==> src/hw/rect_blend_consts.svh <==
// Purpose: offsets, field positions, reset values of the rectangle blend stage
// Assumes: 32-bit APB data, one aligned word per register
// Notes:   definitions only
`ifndef RECT_BLEND_CONSTS_SVH
`define RECT_BLEND_CONSTS_SVH

`define RB_ADDR_W          8
`define RB_OFF_CTRL        8'h00
`define RB_OFF_RECT_V      8'h04
`define RB_OFF_RECT_H      8'h08
`define RB_OFF_FADE        8'h0C
`define RB_OFF_ALPHA       8'h10
`define RB_OFF_SELECT      8'h14
`define RB_OFF_STATUS      8'h18

`define RB_CTRL_EN_BIT     0
`define RB_POS_LO          0
`define RB_SIZE_LO         16
`define RB_STEP_LO         0
`define RB_INTERVAL_LO     16
`define RB_START_LO        0
`define RB_MUL_BIT         8
`define RB_SWAP_BIT        0
`define RB_SYNTH_BIT       1
`define RB_STAT_INRECT_BIT 8

`define RB_RST_START_ALPHA 8'hFF
`define RB_RST_INTERVAL    8'h00
`define RB_RST_STEP        9'h000
`define RB_STEP_MAX        9'h0FF
`define RB_STEP_MIN        9'h101
`define RB_ALPHA_MAX       8'hFF

`endif

==> src/hw/rect_blend_pkg.sv <==
// Purpose: shared types of the rectangle blend stage
// Assumes: positions fit 11 bits, 8-bit colour and alpha
// Notes:   constants live in rect_blend_consts.svh
package rect_blend_pkg;
  typedef logic        [10:0] coord_t;
  typedef logic        [7:0]  alpha_t;
  typedef logic signed [8:0]  step_t;
  typedef logic        [23:0] rgb_t;
endpackage : rect_blend_pkg

==> src/hw/rect_alpha_fade_blend.sv <==
// Purpose: rectangle alpha blending with fade for a graphics layer or the synthesizer
// Assumes: pixel positions arrive relative to the layer's display area start
// Notes:   one clock; registers over APB, always ready, no wait states
//
// Behaviour
// - blend enable separate from parameter registers
// - parameters hold until reset or rewrite
// - rectangle start is offset from area start
// - size in lines and cycles; outside unblended
// - rectangle never follows area changes; software reprograms
// - add signed step every interval+1 vsync rises
// - interval 0..255, resets to zero
// - start alpha 8 bits, resets to 255
// - optional multiply by pixel's own alpha
// - swap bit picks synthesizer lower plane
// - swap only matters with two scaled images
// - synthesizer may be the blend target
//
// The APB slave port and the placing of the registers were chosen for this implementation.
`timescale 1ns/1ps
`include "rect_blend_consts.svh"
`default_nettype none

module rect_alpha_fade_blend (
  // clock and reset
  input  wire logic                  sys_clk_i,
  input  wire logic                  reset_n_i,
  // apb slave
  input  wire logic                  psel_i,
  input  wire logic                  penable_i,
  input  wire logic                  pwrite_i,
  input  wire logic [7:0]            paddr_i,
  input  wire logic [31:0]           pwdata_i,
  output logic      [31:0]           prdata_o,
  output logic                       pready_o,
  output logic                       pslverr_o,
  // timing
  input  wire logic                  vsync_i,
  input  wire logic                  pix_valid_i,
  input  wire rect_blend_pkg::coord_t pos_x_i,
  input  wire rect_blend_pkg::coord_t pos_y_i,
  input  wire logic                  dual_scaler_i,
  // graphics layer target pixels
  input  wire rect_blend_pkg::rgb_t  layer_rgb_i,
  input  wire rect_blend_pkg::alpha_t layer_alpha_i,
  input  wire rect_blend_pkg::rgb_t  under_rgb_i,
  // synthesizer target pixels
  input  wire rect_blend_pkg::rgb_t  gfx0_rgb_i,
  input  wire rect_blend_pkg::alpha_t gfx0_alpha_i,
  input  wire rect_blend_pkg::rgb_t  gfx1_rgb_i,
  input  wire rect_blend_pkg::alpha_t gfx1_alpha_i,
  // blended output
  output rect_blend_pkg::rgb_t       out_rgb_o,
  output logic                       out_valid_o,
  output rect_blend_pkg::alpha_t     fade_alpha_o
);

  // configuration registers
  logic                    rect_blend_enable;
  rect_blend_pkg::coord_t  rect_top_offset;
  rect_blend_pkg::coord_t  rect_height_lines;
  rect_blend_pkg::coord_t  rect_left_offset;
  rect_blend_pkg::coord_t  rect_width_cycles;
  rect_blend_pkg::step_t   fade_step;
  rect_blend_pkg::alpha_t  fade_interval;
  rect_blend_pkg::alpha_t  start_alpha;
  logic                    multiply_pixel_alpha;
  logic                    lower_plane_swap;
  logic                    synth_target;
  logic                    next_rect_blend_enable;
  rect_blend_pkg::coord_t  next_rect_top_offset;
  rect_blend_pkg::coord_t  next_rect_height_lines;
  rect_blend_pkg::coord_t  next_rect_left_offset;
  rect_blend_pkg::coord_t  next_rect_width_cycles;
  rect_blend_pkg::step_t   next_fade_step;
  rect_blend_pkg::alpha_t  next_fade_interval;
  rect_blend_pkg::alpha_t  next_start_alpha;
  logic                    next_multiply_pixel_alpha;
  logic                    next_lower_plane_swap;
  logic                    next_synth_target;

  // fade state
  rect_blend_pkg::alpha_t  cur_alpha;
  rect_blend_pkg::alpha_t  vs_count;
  logic                    vsync_d;
  rect_blend_pkg::alpha_t  next_cur_alpha;
  rect_blend_pkg::alpha_t  next_vs_count;

  // output state
  rect_blend_pkg::rgb_t    next_out_rgb;
  logic                    in_rect;
  logic                    in_rect_q;

  logic                    wr_en;
  logic                    acc;
  logic                    mapped;
  logic                    start_written;
  rect_blend_pkg::step_t   wr_step;

  assign acc      = psel_i & penable_i;
  assign wr_en    = acc & pwrite_i;
  assign pready_o = 1'b1;
  assign mapped   = paddr_i inside {`RB_OFF_CTRL, `RB_OFF_RECT_V, `RB_OFF_RECT_H, `RB_OFF_FADE,
                                    `RB_OFF_ALPHA, `RB_OFF_SELECT, `RB_OFF_STATUS};

  // status is read-only, so writes to it are refused too
  assign pslverr_o = acc & (~mapped | (pwrite_i & (paddr_i == `RB_OFF_STATUS)));

  // -256 is outside the legal step span; pull it to the nearest legal value
  assign wr_step = (pwdata_i[`RB_STEP_LO+8:`RB_STEP_LO] == 9'h100) ? `RB_STEP_MIN
                 : pwdata_i[`RB_STEP_LO+8:`RB_STEP_LO];

  always_comb
  begin
    next_rect_blend_enable    = rect_blend_enable;
    next_rect_top_offset      = rect_top_offset;
    next_rect_height_lines    = rect_height_lines;
    next_rect_left_offset     = rect_left_offset;
    next_rect_width_cycles    = rect_width_cycles;
    next_fade_step            = fade_step;
    next_fade_interval        = fade_interval;
    next_start_alpha          = start_alpha;
    next_multiply_pixel_alpha = multiply_pixel_alpha;
    next_lower_plane_swap     = lower_plane_swap;
    next_synth_target         = synth_target;
    start_written             = 1'b0;
    if (wr_en)
    begin
      // on/off and parameters sit in different words
      unique case (paddr_i)
        `RB_OFF_CTRL:
          next_rect_blend_enable = pwdata_i[`RB_CTRL_EN_BIT];
        `RB_OFF_RECT_V:
        begin
          next_rect_top_offset   = pwdata_i[`RB_POS_LO+10:`RB_POS_LO];
          next_rect_height_lines = pwdata_i[`RB_SIZE_LO+10:`RB_SIZE_LO];
        end
        `RB_OFF_RECT_H:
        begin
          next_rect_left_offset  = pwdata_i[`RB_POS_LO+10:`RB_POS_LO];
          next_rect_width_cycles = pwdata_i[`RB_SIZE_LO+10:`RB_SIZE_LO];
        end
        `RB_OFF_FADE:
        begin
          next_fade_step     = wr_step;
          next_fade_interval = pwdata_i[`RB_INTERVAL_LO+7:`RB_INTERVAL_LO];
        end
        `RB_OFF_ALPHA:
        begin
          next_start_alpha          = pwdata_i[`RB_START_LO+7:`RB_START_LO];
          next_multiply_pixel_alpha = pwdata_i[`RB_MUL_BIT];
          start_written             = 1'b1;
        end
        `RB_OFF_SELECT:
        begin
          next_lower_plane_swap = pwdata_i[`RB_SWAP_BIT];
          next_synth_target     = pwdata_i[`RB_SYNTH_BIT];
        end
        default: next_rect_blend_enable = rect_blend_enable;
      endcase
    end
  end

  // values change only by reset or by a write
  always_ff @(posedge sys_clk_i)
  begin
    if (!reset_n_i)
    begin
      rect_blend_enable    <= 1'b0;
      rect_top_offset      <= '0;
      rect_height_lines    <= '0;
      rect_left_offset     <= '0;
      rect_width_cycles    <= '0;
      fade_step            <= `RB_RST_STEP;
      fade_interval        <= `RB_RST_INTERVAL;
      start_alpha          <= `RB_RST_START_ALPHA;
      multiply_pixel_alpha <= 1'b0;
      lower_plane_swap     <= 1'b0;
      synth_target         <= 1'b0;
    end
    else
    begin
      rect_blend_enable    <= next_rect_blend_enable;
      rect_top_offset      <= next_rect_top_offset;
      rect_height_lines    <= next_rect_height_lines;
      rect_left_offset     <= next_rect_left_offset;
      rect_width_cycles    <= next_rect_width_cycles;
      fade_step            <= next_fade_step;
      fade_interval        <= next_fade_interval;
      start_alpha          <= next_start_alpha;
      multiply_pixel_alpha <= next_multiply_pixel_alpha;
      lower_plane_swap     <= next_lower_plane_swap;
      synth_target         <= next_synth_target;
    end
  end

  always_comb
  begin
    prdata_o = 32'h0000_0000;
    if (acc & ~pwrite_i)
    begin
      unique case (paddr_i)
        `RB_OFF_CTRL:   prdata_o[`RB_CTRL_EN_BIT] = rect_blend_enable;
        `RB_OFF_RECT_V: prdata_o = {5'h00, rect_height_lines, 5'h00, rect_top_offset};
        `RB_OFF_RECT_H: prdata_o = {5'h00, rect_width_cycles, 5'h00, rect_left_offset};
        `RB_OFF_FADE:   prdata_o = {8'h00, fade_interval, 7'h00, fade_step};
        `RB_OFF_ALPHA:  prdata_o = {23'h000000, multiply_pixel_alpha, start_alpha};
        `RB_OFF_SELECT: prdata_o = {30'h00000000, synth_target, lower_plane_swap};
        `RB_OFF_STATUS: prdata_o = {23'h000000, in_rect_q, cur_alpha};
        default:        prdata_o = 32'h0000_0000;
      endcase
    end
  end

  // fade engine
  logic              vs_rise;
  logic signed [9:0] alpha_sum;

  assign vs_rise   = vsync_i & ~vsync_d;
  assign alpha_sum = $signed({2'b00, cur_alpha}) + $signed({fade_step[8], fade_step});

  always_comb
  begin
    next_cur_alpha = cur_alpha;
    next_vs_count  = vs_count;
    if (!rect_blend_enable || start_written)
    begin
      // fading restarts from the start value whenever it is rewritten or blending is off
      next_cur_alpha = start_written ? next_start_alpha : start_alpha;
      next_vs_count  = 8'h00;
    end
    else if (vs_rise)
    begin
      if (vs_count >= fade_interval)
      begin
        next_vs_count = 8'h00;
        if (alpha_sum < 0)
          next_cur_alpha = 8'h00;
        else if (alpha_sum > $signed({2'b00, `RB_ALPHA_MAX}))
          next_cur_alpha = `RB_ALPHA_MAX;
        else
          next_cur_alpha = alpha_sum[7:0];
      end
      else
        next_vs_count = vs_count + 8'h01;
    end
  end

  always_ff @(posedge sys_clk_i)
  begin
    if (!reset_n_i)
    begin
      cur_alpha <= `RB_RST_START_ALPHA;
      vs_count  <= 8'h00;
      vsync_d   <= 1'b0;
    end
    else
    begin
      cur_alpha <= next_cur_alpha;
      vs_count  <= next_vs_count;
      vsync_d   <= vsync_i;
    end
  end

  // pixel path: positions are area-relative, so the window is held in
  // area coordinates and does not track area moves
  logic [11:0]             y_end;
  logic [11:0]             x_end;
  rect_blend_pkg::rgb_t    top_rgb;
  rect_blend_pkg::alpha_t  top_alpha;
  rect_blend_pkg::rgb_t    bot_rgb;
  rect_blend_pkg::alpha_t  eff_alpha;
  logic [15:0]             amul;
  logic [15:0]             amul_r;
  logic                    swapped;

  assign y_end   = {1'b0, rect_top_offset} + {1'b0, rect_height_lines};
  assign x_end   = {1'b0, rect_left_offset} + {1'b0, rect_width_cycles};
  assign in_rect = ({1'b0, pos_y_i} >= {1'b0, rect_top_offset}) && ({1'b0, pos_y_i} < y_end)
                && ({1'b0, pos_x_i} >= {1'b0, rect_left_offset}) && ({1'b0, pos_x_i} < x_end);
  // the swap is ignored unless both scalers feed two images
  assign swapped = synth_target & dual_scaler_i & lower_plane_swap;
  // synthesizer: graphics 1 is current over graphics 0 unless swapped
  assign top_rgb   = synth_target ? (swapped ? gfx0_rgb_i : gfx1_rgb_i) : layer_rgb_i;
  assign top_alpha = synth_target ? (swapped ? gfx0_alpha_i : gfx1_alpha_i) : layer_alpha_i;
  assign bot_rgb   = synth_target ? (swapped ? gfx1_rgb_i : gfx0_rgb_i) : under_rgb_i;

  // divide by 255 with rounding, kept cheap by shift-and-add
  assign amul   = cur_alpha * top_alpha;
  assign amul_r = amul + 16'h0080;
  assign eff_alpha = multiply_pixel_alpha
                   ? 8'((amul_r + {8'h00, amul_r[15:8]}) >> 8)
                   : cur_alpha;

  genvar ch;
  generate
    for (ch = 0; ch < 3; ch++)
    begin : g_chan
      logic [16:0] mix;
      logic [16:0] mix_r;
      assign mix   = 17'(top_rgb[ch*8 +: 8] * eff_alpha)
                   + 17'(bot_rgb[ch*8 +: 8] * (8'hFF - eff_alpha));
      assign mix_r = mix + 17'h00080;
      always_comb
      begin
        if (rect_blend_enable && in_rect)
          next_out_rgb[ch*8 +: 8] = 8'((mix_r + {8'h00, mix_r[16:8]}) >> 8);
        else
          next_out_rgb[ch*8 +: 8] = top_rgb[ch*8 +: 8];
      end
    end
  endgenerate

  always_ff @(posedge sys_clk_i)
  begin
    if (!reset_n_i)
    begin
      out_rgb_o   <= 24'h000000;
      out_valid_o <= 1'b0;
      in_rect_q   <= 1'b0;
    end
    else
    begin
      out_rgb_o   <= next_out_rgb;
      out_valid_o <= pix_valid_i;
      in_rect_q   <= pix_valid_i & in_rect;
    end
  end

  assign fade_alpha_o = cur_alpha;

endmodule : rect_alpha_fade_blend

`default_nettype wire

==> config.mk <==
export PLATFORM = sky130hd
export DESIGN_NAME = rect_alpha_fade_blend
export DESIGN_NICKNAME = d
export VERILOG_FILES = /design/src/hw/rect_blend_pkg.sv /design/src/hw/rect_alpha_fade_blend.sv
export VERILOG_INCLUDE_DIRS = /design/src /design/src/hw
export SDC_FILE = /design/constraint.sdc
export NUM_CORES = 2
export LEC_CHECK = 0
export BUFFER_PORTS_ARGS = -buffer_cell sky130_fd_sc_hd__buf_2
export CAP_MARGIN = 20
export CORE_ASPECT_RATIO = 1.75
export CORE_MARGIN = 8
export CORE_UTILIZATION = 45
export DETAILED_ROUTE_END_ITERATION = 7
export HOLD_SLACK_MARGIN = 0.03
export PLACE_DENSITY = 0.71
export SLEW_MARGIN = 40
export SYNTH_ARGS = -nofsm -noshare
export SYNTH_HDL_FRONTEND = slang
export SYNTH_SLANG_ARGS = --single-unit
==> constraint.sdc <==
create_clock -name sys_clk_i -period 28 [get_ports sys_clk_i]
set_input_delay 1.4 -clock sys_clk_i [delete_from_list [all_inputs] [get_ports sys_clk_i]]
set_output_delay 1.4 -clock sys_clk_i [all_outputs]
set_load 0.02 [all_outputs]
After elaboration in Yosys (flattened, before gate mapping). Cells that the tools add are included.

Output and inout port bits: 67. Logic and storage cells: 111. Bits in registers: 116. Input port bits: 190.

Multipliers: 7. Bitwise logic cells: 14. Mux-type cells: 25. Add/sub/neg operators: 16. Order comparisons: 7. Reductions and logical operators: 18. Equality and inequality tests: 7.

Operator list (number): $pmux 26 s6 (1); $mux 8 (15); $mux 24 (4); $mul 8x8->16 (4); $add 16x17->17 (3); $add 17x8->17 const B (3); $add 16x9->16 (3); $mul 8x17->17 (2); $mux 27 (1); $add 11x11->12 (2); $eq 8x5->1 const B (3); $lt 11x12->1 (2); $ge 11x11->1 (2); $mul 9x9->17 (1); $add 16x8->16 (1); $add 16x8->16 const B (1); $eq 8x4->1 const B (2); $reduce_and 2->1 (7); $add 9x9->10 (1); $gt 10x9->1 const B (1); $lt 10x1->1 const B (1); $and 1x1->1 (9); $eq 9x9->1 const B (1); $mux 9 (1); other kinds (15) (23).

Logic depth before layout (Yosys ltp).
Word-level depth: 14. Mapped depth: 65. Mapped depth without buffers: 60.

Worst setup path after synthesis. No wires, ideal clock.

Kind: input-to-reg. Start point: input dual_scaler_i. End point: register out_rgb_o[17]. Buffers on the path: 5. Cell stages on the path: 57. Setup slack: 12824 ps. Data arrival time: 15080 ps. Library setup time: 96 ps. Required time: 27904 ps. Path through: nand3_1 nand2_1 clkbuf_1 clkbuf_1 buf_1 nor2_1 nor2_1 nand2_1 fa_1 fa_1 inv_1 fa_1 inv_1 fa_1 inv_1 ha_1 and3_1 a221o_1 [21 not listed] fa_1 inv_1 ha_1 a21boi_0 o21ai_0 a21boi_0 o2111a_1 o31a_1 o21a_1 nor2_1 ha_1 a21o_1 a21o_1 a21oi_1 nor4b_1 a21oi_1 or4_1 o311ai_1.

Longest elaborated chain between the ends: 14. Elaborated cells between the ends (all ways): 19. Those cells by class: 6 x add/sub; 3 x mul; 8 x mux; 2 x bitwise.

RTL lines: from (decl) (line rect_alpha_fade_blend.sv:42) `input wire logic dual_scaler_i,`; $and 1x1->1 * (2 in series) (line rect_alpha_fade_blend.sv:282) `assign swapped = synth_target & dual_scaler_i & lower_plane_swap;`; $mux 8 (2 in series) (line rect_alpha_fade_blend.sv:285) `assign top_alpha = synth_target ? (swapped ? gfx0_alpha_i : gfx1_alpha_i) : layer_alpha_i;`; $mul 8x8->16 (line rect_alpha_fade_blend.sv:289) `assign amul = cur_alpha * top_alpha;`; $add 16x8->16 (line rect_alpha_fade_blend.sv:290) `assign amul_r = amul + 16'h0080;`; $add 16x8->16 (line rect_alpha_fade_blend.sv:292) `? 8'((amul_r + {8'h00, amul_r[15:8]}) >> 8)`; $mux 8 (line rect_alpha_fade_blend.sv:292); $sub 8x8->9 (line rect_alpha_fade_blend.sv:302) `+ 17'(bot_rgb[ch*8 +: 8] * (8'hFF - eff_alpha));`; $mul 9x9->17 (line rect_alpha_fade_blend.sv:302); $add 16x17->17 (line rect_alpha_fade_blend.sv:302); $add 17x8->17 (line rect_alpha_fade_blend.sv:303) `assign mix_r = mix + 17'h00080;`; $add 16x9->16 (line rect_alpha_fade_blend.sv:307) `next_out_rgb[ch*8 +: 8] = 8'((mix_r + {8'h00, mix_r[16:8]}) >> 8);`; $mux 8 * (line rect_alpha_fade_blend.sv:306) `if (rect_blend_enable && in_rect)`; to (signal assigned) (line rect_alpha_fade_blend.sv:324) `out_rgb_o <= next_out_rgb;`; to (decl) (line rect_alpha_fade_blend.sv:53) `output rect_blend_pkg::rgb_t out_rgb_o,`.

Every way passes the cells marked *; elsewhere a longest branch is shown, timed or not. A chain may end at the register's enable or synchronous reset.

Worst setup path after layout.
Start point: input dual_scaler_i. End point: register out_rgb_o[15].

Longest elaborated chain between the ends: 14. Elaborated cells between the ends (all ways): 19. Those cells by class: 6 x add/sub; 3 x mul; 8 x mux; 2 x bitwise.

RTL lines (line): $and 1x1->1 * (2 in series) (rect_alpha_fade_blend.sv:282); $mux 8 (2 in series) (rect_alpha_fade_blend.sv:285); $mul 8x8->16 (rect_alpha_fade_blend.sv:289); $add 16x8->16 (rect_alpha_fade_blend.sv:290); $add 16x8->16 (rect_alpha_fade_blend.sv:292); $mux 8 (rect_alpha_fade_blend.sv:292); $sub 8x8->9 (rect_alpha_fade_blend.sv:302); $mul 8x17->17 (rect_alpha_fade_blend.sv:302); $add 16x17->17 (rect_alpha_fade_blend.sv:302); $add 17x8->17 (rect_alpha_fade_blend.sv:303); $add 16x9->16 (rect_alpha_fade_blend.sv:307); $mux 8 * (rect_alpha_fade_blend.sv:306).

Marked as above.

==> impl_metrics.tcl <==
set metrics [dict create \
    outcome "completed" \
    grt_max_degree 82 \
    worstReg2RegStart "synth_target$_SDFFE_PN0P_" \
    crit_path_frequent_cell "fa_1" \
    cts_root_buffer "clkbuf_16" \
    cap_viol_max_count 0 \
    crit_required_ns 28.35 \
    irDropWorstVdd_mv 0.108 \
    final_antenna_net_count 0 \
    yosysWarnings 0 \
    hold_viol_final 0 \
    antenna_found_initial 2 \
    critPathMaxFanout 81 \
    clkPwrFrac_pct 8.6 \
    netlist_area_sq_um 25400 \
    cts_tree "built" \
    holdBufCountCts 0 \
    critPathSlowestCell "a2111oi_0" \
    wl_microns 84200 \
    grt_pass1_vias 24500 \
    timing.hold.ws_ns 0.474 \
    r2r_end "out_rgb_o[15]$_SDFF_PN0_" \
    cp-endpoint "out_rgb_o[15]$_SDFF_PN0_" \
    track_usage_pct 26.0 \
    cts_resized 0 \
    vias 23700 \
    hp-class "reg -> reg" \
    drive_gt1_share_pct 10.5 \
    fin_tns_setup_ns 0 \
    reg2reg_slack_ns 11.15 \
    gr-total-overflow 0 \
    core_area_sq_um 56000 \
    switchingPower_uw 1700 \
    p_per_area_nw_per_um2 107 \
    fmax_mhz 57.9 \
    numPortBuffers 235 \
    gp_congestion 1.04 \
    area_growth_pct 10.3 \
    period_minus_slack_ns 17.27 \
    htree_levels 4 \
    avgSynthCellArea_sq_um 7.93 \
    clock_path_buffers 2 \
    io_pins 257 \
    viasPerCell 5.77 \
    comb_power_share_pct 85.8 \
    swShare_pct 56.8 \
    async_reset_ff_share_pct 0 \
    synth_edf_count 0 \
    dieWidth_microns 196 \
    rsz0062_at_grt "false" \
    die-area_sq_um 64600 \
    clock_latency_ns 0.45 \
    max_stage_delay_ns 0.76 \
    synth_flop_cell "dfxtp_1" \
    cp-end-kind "flip-flop" \
    rows 115 \
    crit_arrival_ns 17.62 \
    netlist_instances 3203 \
    start_util_pct 45.4 \
    power.leakage_uw 0.0143 \
    drt-initial-drc-count 1495 \
    die_h_microns 330 \
    period_share_pct 61.7 \
    crit_type "in -> reg" \
    startpoint_type "input pin" \
    grt_first_pass_wirelength_microns 131000 \
    cts_buffers 17 \
    ys_ff_latch 116 \
    nets 4268 \
    crit_start "dual_scaler_i" \
    dp_hpwl_microns 68900 \
    clock_skew_ns 0.0176 \
    slew_headroom_pct 39.5 \
    seqPwrFrac_pct 5.6 \
    ys_types 79 \
    setup_viol 0 \
    clk_pin_slew_ns 0.08 \
    cts_sinks 116 \
    first_pass_iters 6 \
    p_int_uw 1290 \
    r2r_cells 52 \
    ys_seq_area_share_pct 9.14 \
    report.final.slew_viol_count 0 \
    worstHoldPathCells 2 \
    avgRoutedWirePerCell_microns 20.5 \
    cts_setup_buffers 0 \
    remaining_drc_errors 0 \
    worstMarginPinSlew_ns 0.908 \
]
cell families (layout without fill, tap and decap cells):
kind of cell	after synthesis	after routing	share of synthesized area [%]
and+or+nand+nor	1015	1015	17.6
buffers and inverters	692	876	10.4
adders and majority gates	690	690	43.8
AOI/OAI and AO/OA	589	589	15.4
DFF	116	116	9.14
xor gates and xnor gates	75	75	2.59
muxes	24	24	0.961
other	2	20	0.0296
worst min-delay path by stage:
stage | end | start | slack (ns)
6_report | rect_height_lines[3]$_SDFFE_PN0P_ | rect_height_lines[3]$_SDFFE_PN0P_ | 0.47
5_1_grt | fade_interval[7]$_SDFFE_PN0P_ | fade_interval[7]$_SDFFE_PN0P_ | 0.50
4_1_cts | rect_height_lines[3]$_SDFFE_PN0P_ | rect_height_lines[3]$_SDFFE_PN0P_ | 0.48
3_5_place_dp | rect_height_lines[3]$_SDFFE_PN0P_ | rect_height_lines[3]$_SDFFE_PN0P_ | 0.47
3_3_place_gp | rect_height_lines[3]$_SDFFE_PN0P_ | rect_height_lines[3]$_SDFFE_PN0P_ | 0.46
2_1_floorplan | fade_interval[1]$_SDFFE_PN0P_ | fade_interval[1]$_SDFFE_PN0P_ | 0.45
placed cells by master (no fill, tap or decap), types with 26 or more instances in the layout:
cell type and count:
inv_1 575, nand2_1 374, ha_1 358, nor2_1 340, fa_1 332, buf_2 235
a21oi_1 173, dfxtp_1 114, o21ai_0 80, nor3_1 72, a21o_1 53, o21a_1 51
xnor2_1 48, nand3_1 47, o22a_1 45, buf_4 31, nand2b_1 28, xor2_1 26
worst max-delay path, delay by kind of cell:
kind | cells | cell delay [ns]
fa+ha+maj | 14 | 6.00
compound gates | 12 | 3.64
simple gates | 15 | 3.52
buf+inv | 8 | 1.16
xor+xnor | 3 | 1.15
mux | 1 | 0.72
cells in the mapped netlist, drive strengths merged (5+ instances only):
| cell type | n | share of area, % |
|---|---|---|
| inv | 576 | 8.5 |
| nand2 | 377 | 5.6 |
| ha | 358 | 18 |
| nor2 | 341 | 5.0 |
| fa | 332 | 26 |
| a21oi | 176 | 3.5 |
| dfxtp | 116 | 9.1 |
| o21ai | 104 | 2.0 |
| clkbuf | 83 | 1.2 |
| nor3 | 75 | 1.5 |
| a21o | 53 | 1.6 |
| o21a | 51 | 1.5 |
| xnor2 | 49 | 1.7 |
| nand3 | 48 | 0.95 |
| o22a | 45 | 1.6 |
| buf | 33 | 0.70 |
| nand2b | 28 | 0.69 |
| xor2 | 26 | 0.90 |
| and2 | 24 | 0.59 |
| and3 | 22 | 0.54 |
| mux2i | 21 | 0.83 |
| or2 | 18 | 0.44 |
| or3 | 17 | 0.42 |
| a31oi | 16 | 0.45 |
| o211ai | 15 | 0.44 |
| o21bai | 14 | 0.41 |
| nor2b | 13 | 0.32 |
| o2111ai | 12 | 0.44 |
| or4 | 12 | 0.37 |
| a211oi | 11 | 0.33 |
| o221ai | 11 | 0.38 |
| nand4 | 9 | 0.22 |
| o22ai | 9 | 0.22 |
| a222oi | 8 | 0.32 |
| a21boi | 7 | 0.21 |
| a22oi | 7 | 0.21 |
| o31ai | 7 | 0.26 |
| a2111oi | 6 | 0.21 |
| and4 | 6 | 0.21 |
| nand3b | 5 | 0.15 |
| nor4 | 5 | 0.12 |
| nor4b | 5 | 0.17 |
| o31a | 5 | 0.17 |
metal layers:
layer,routed length (microns),GRT usage (%)
met5,0,0
met4,7270,19.3
met3,6850,4.66
met2,41400,46.9
met1,28700,26.5
area by class of cell:
class                   count  area, sq um
diodes                      4         10.0
clock buffers              17          425
clock inverters            15          218
fillers                  5483        28000
inverters                 576         2160
multi-input cells        2409        20600
flip-flops and latches    116         2320
well taps                 702          878
repair buffers            268         1430
registers in the layout (all words and copies together) (netlist names), 8 cells and up:
register           flops
rect_width_cycles     11
vs_count               8
out_rgb_o             24
fade_interval          8
fade_alpha_o           8
rect_left_offset      11
start_alpha            8
rect_top_offset       11
fade_step              9
rect_height_lines     11
metrics by stage:
stage	area [sq um]	power [uW]	util, %	setup slack (ns)	instances
after floorplan	25400	2070	-	12.82	3217
after global placement	27300	2630	48.8	10.64	4070
after detailed placement	27300	2690	48.8	10.47	4070
after CTS	28000	2960	50.0	10.90	4102
after global routing	28000	3310	50.0	9.90	4103
final	28000	2990	50.0	10.73	4107
power by group through the flow:
| stage | Clock [uW] | Sequential, uW | Combinational (uW) |
|---|---|---|---|
| 2_1_floorplan | 0 | 174 | 1900 |
| 3_3_place_gp | 0 | 172 | 2450 |
| 3_5_place_dp | 0 | 172 | 2520 |
| 4_1_cts | 258 | 168 | 2540 |
| 5_1_grt | 264 | 168 | 2880 |
| 6_report | 257 | 168 | 2570 |
Power figures use the tool's default switching activity.
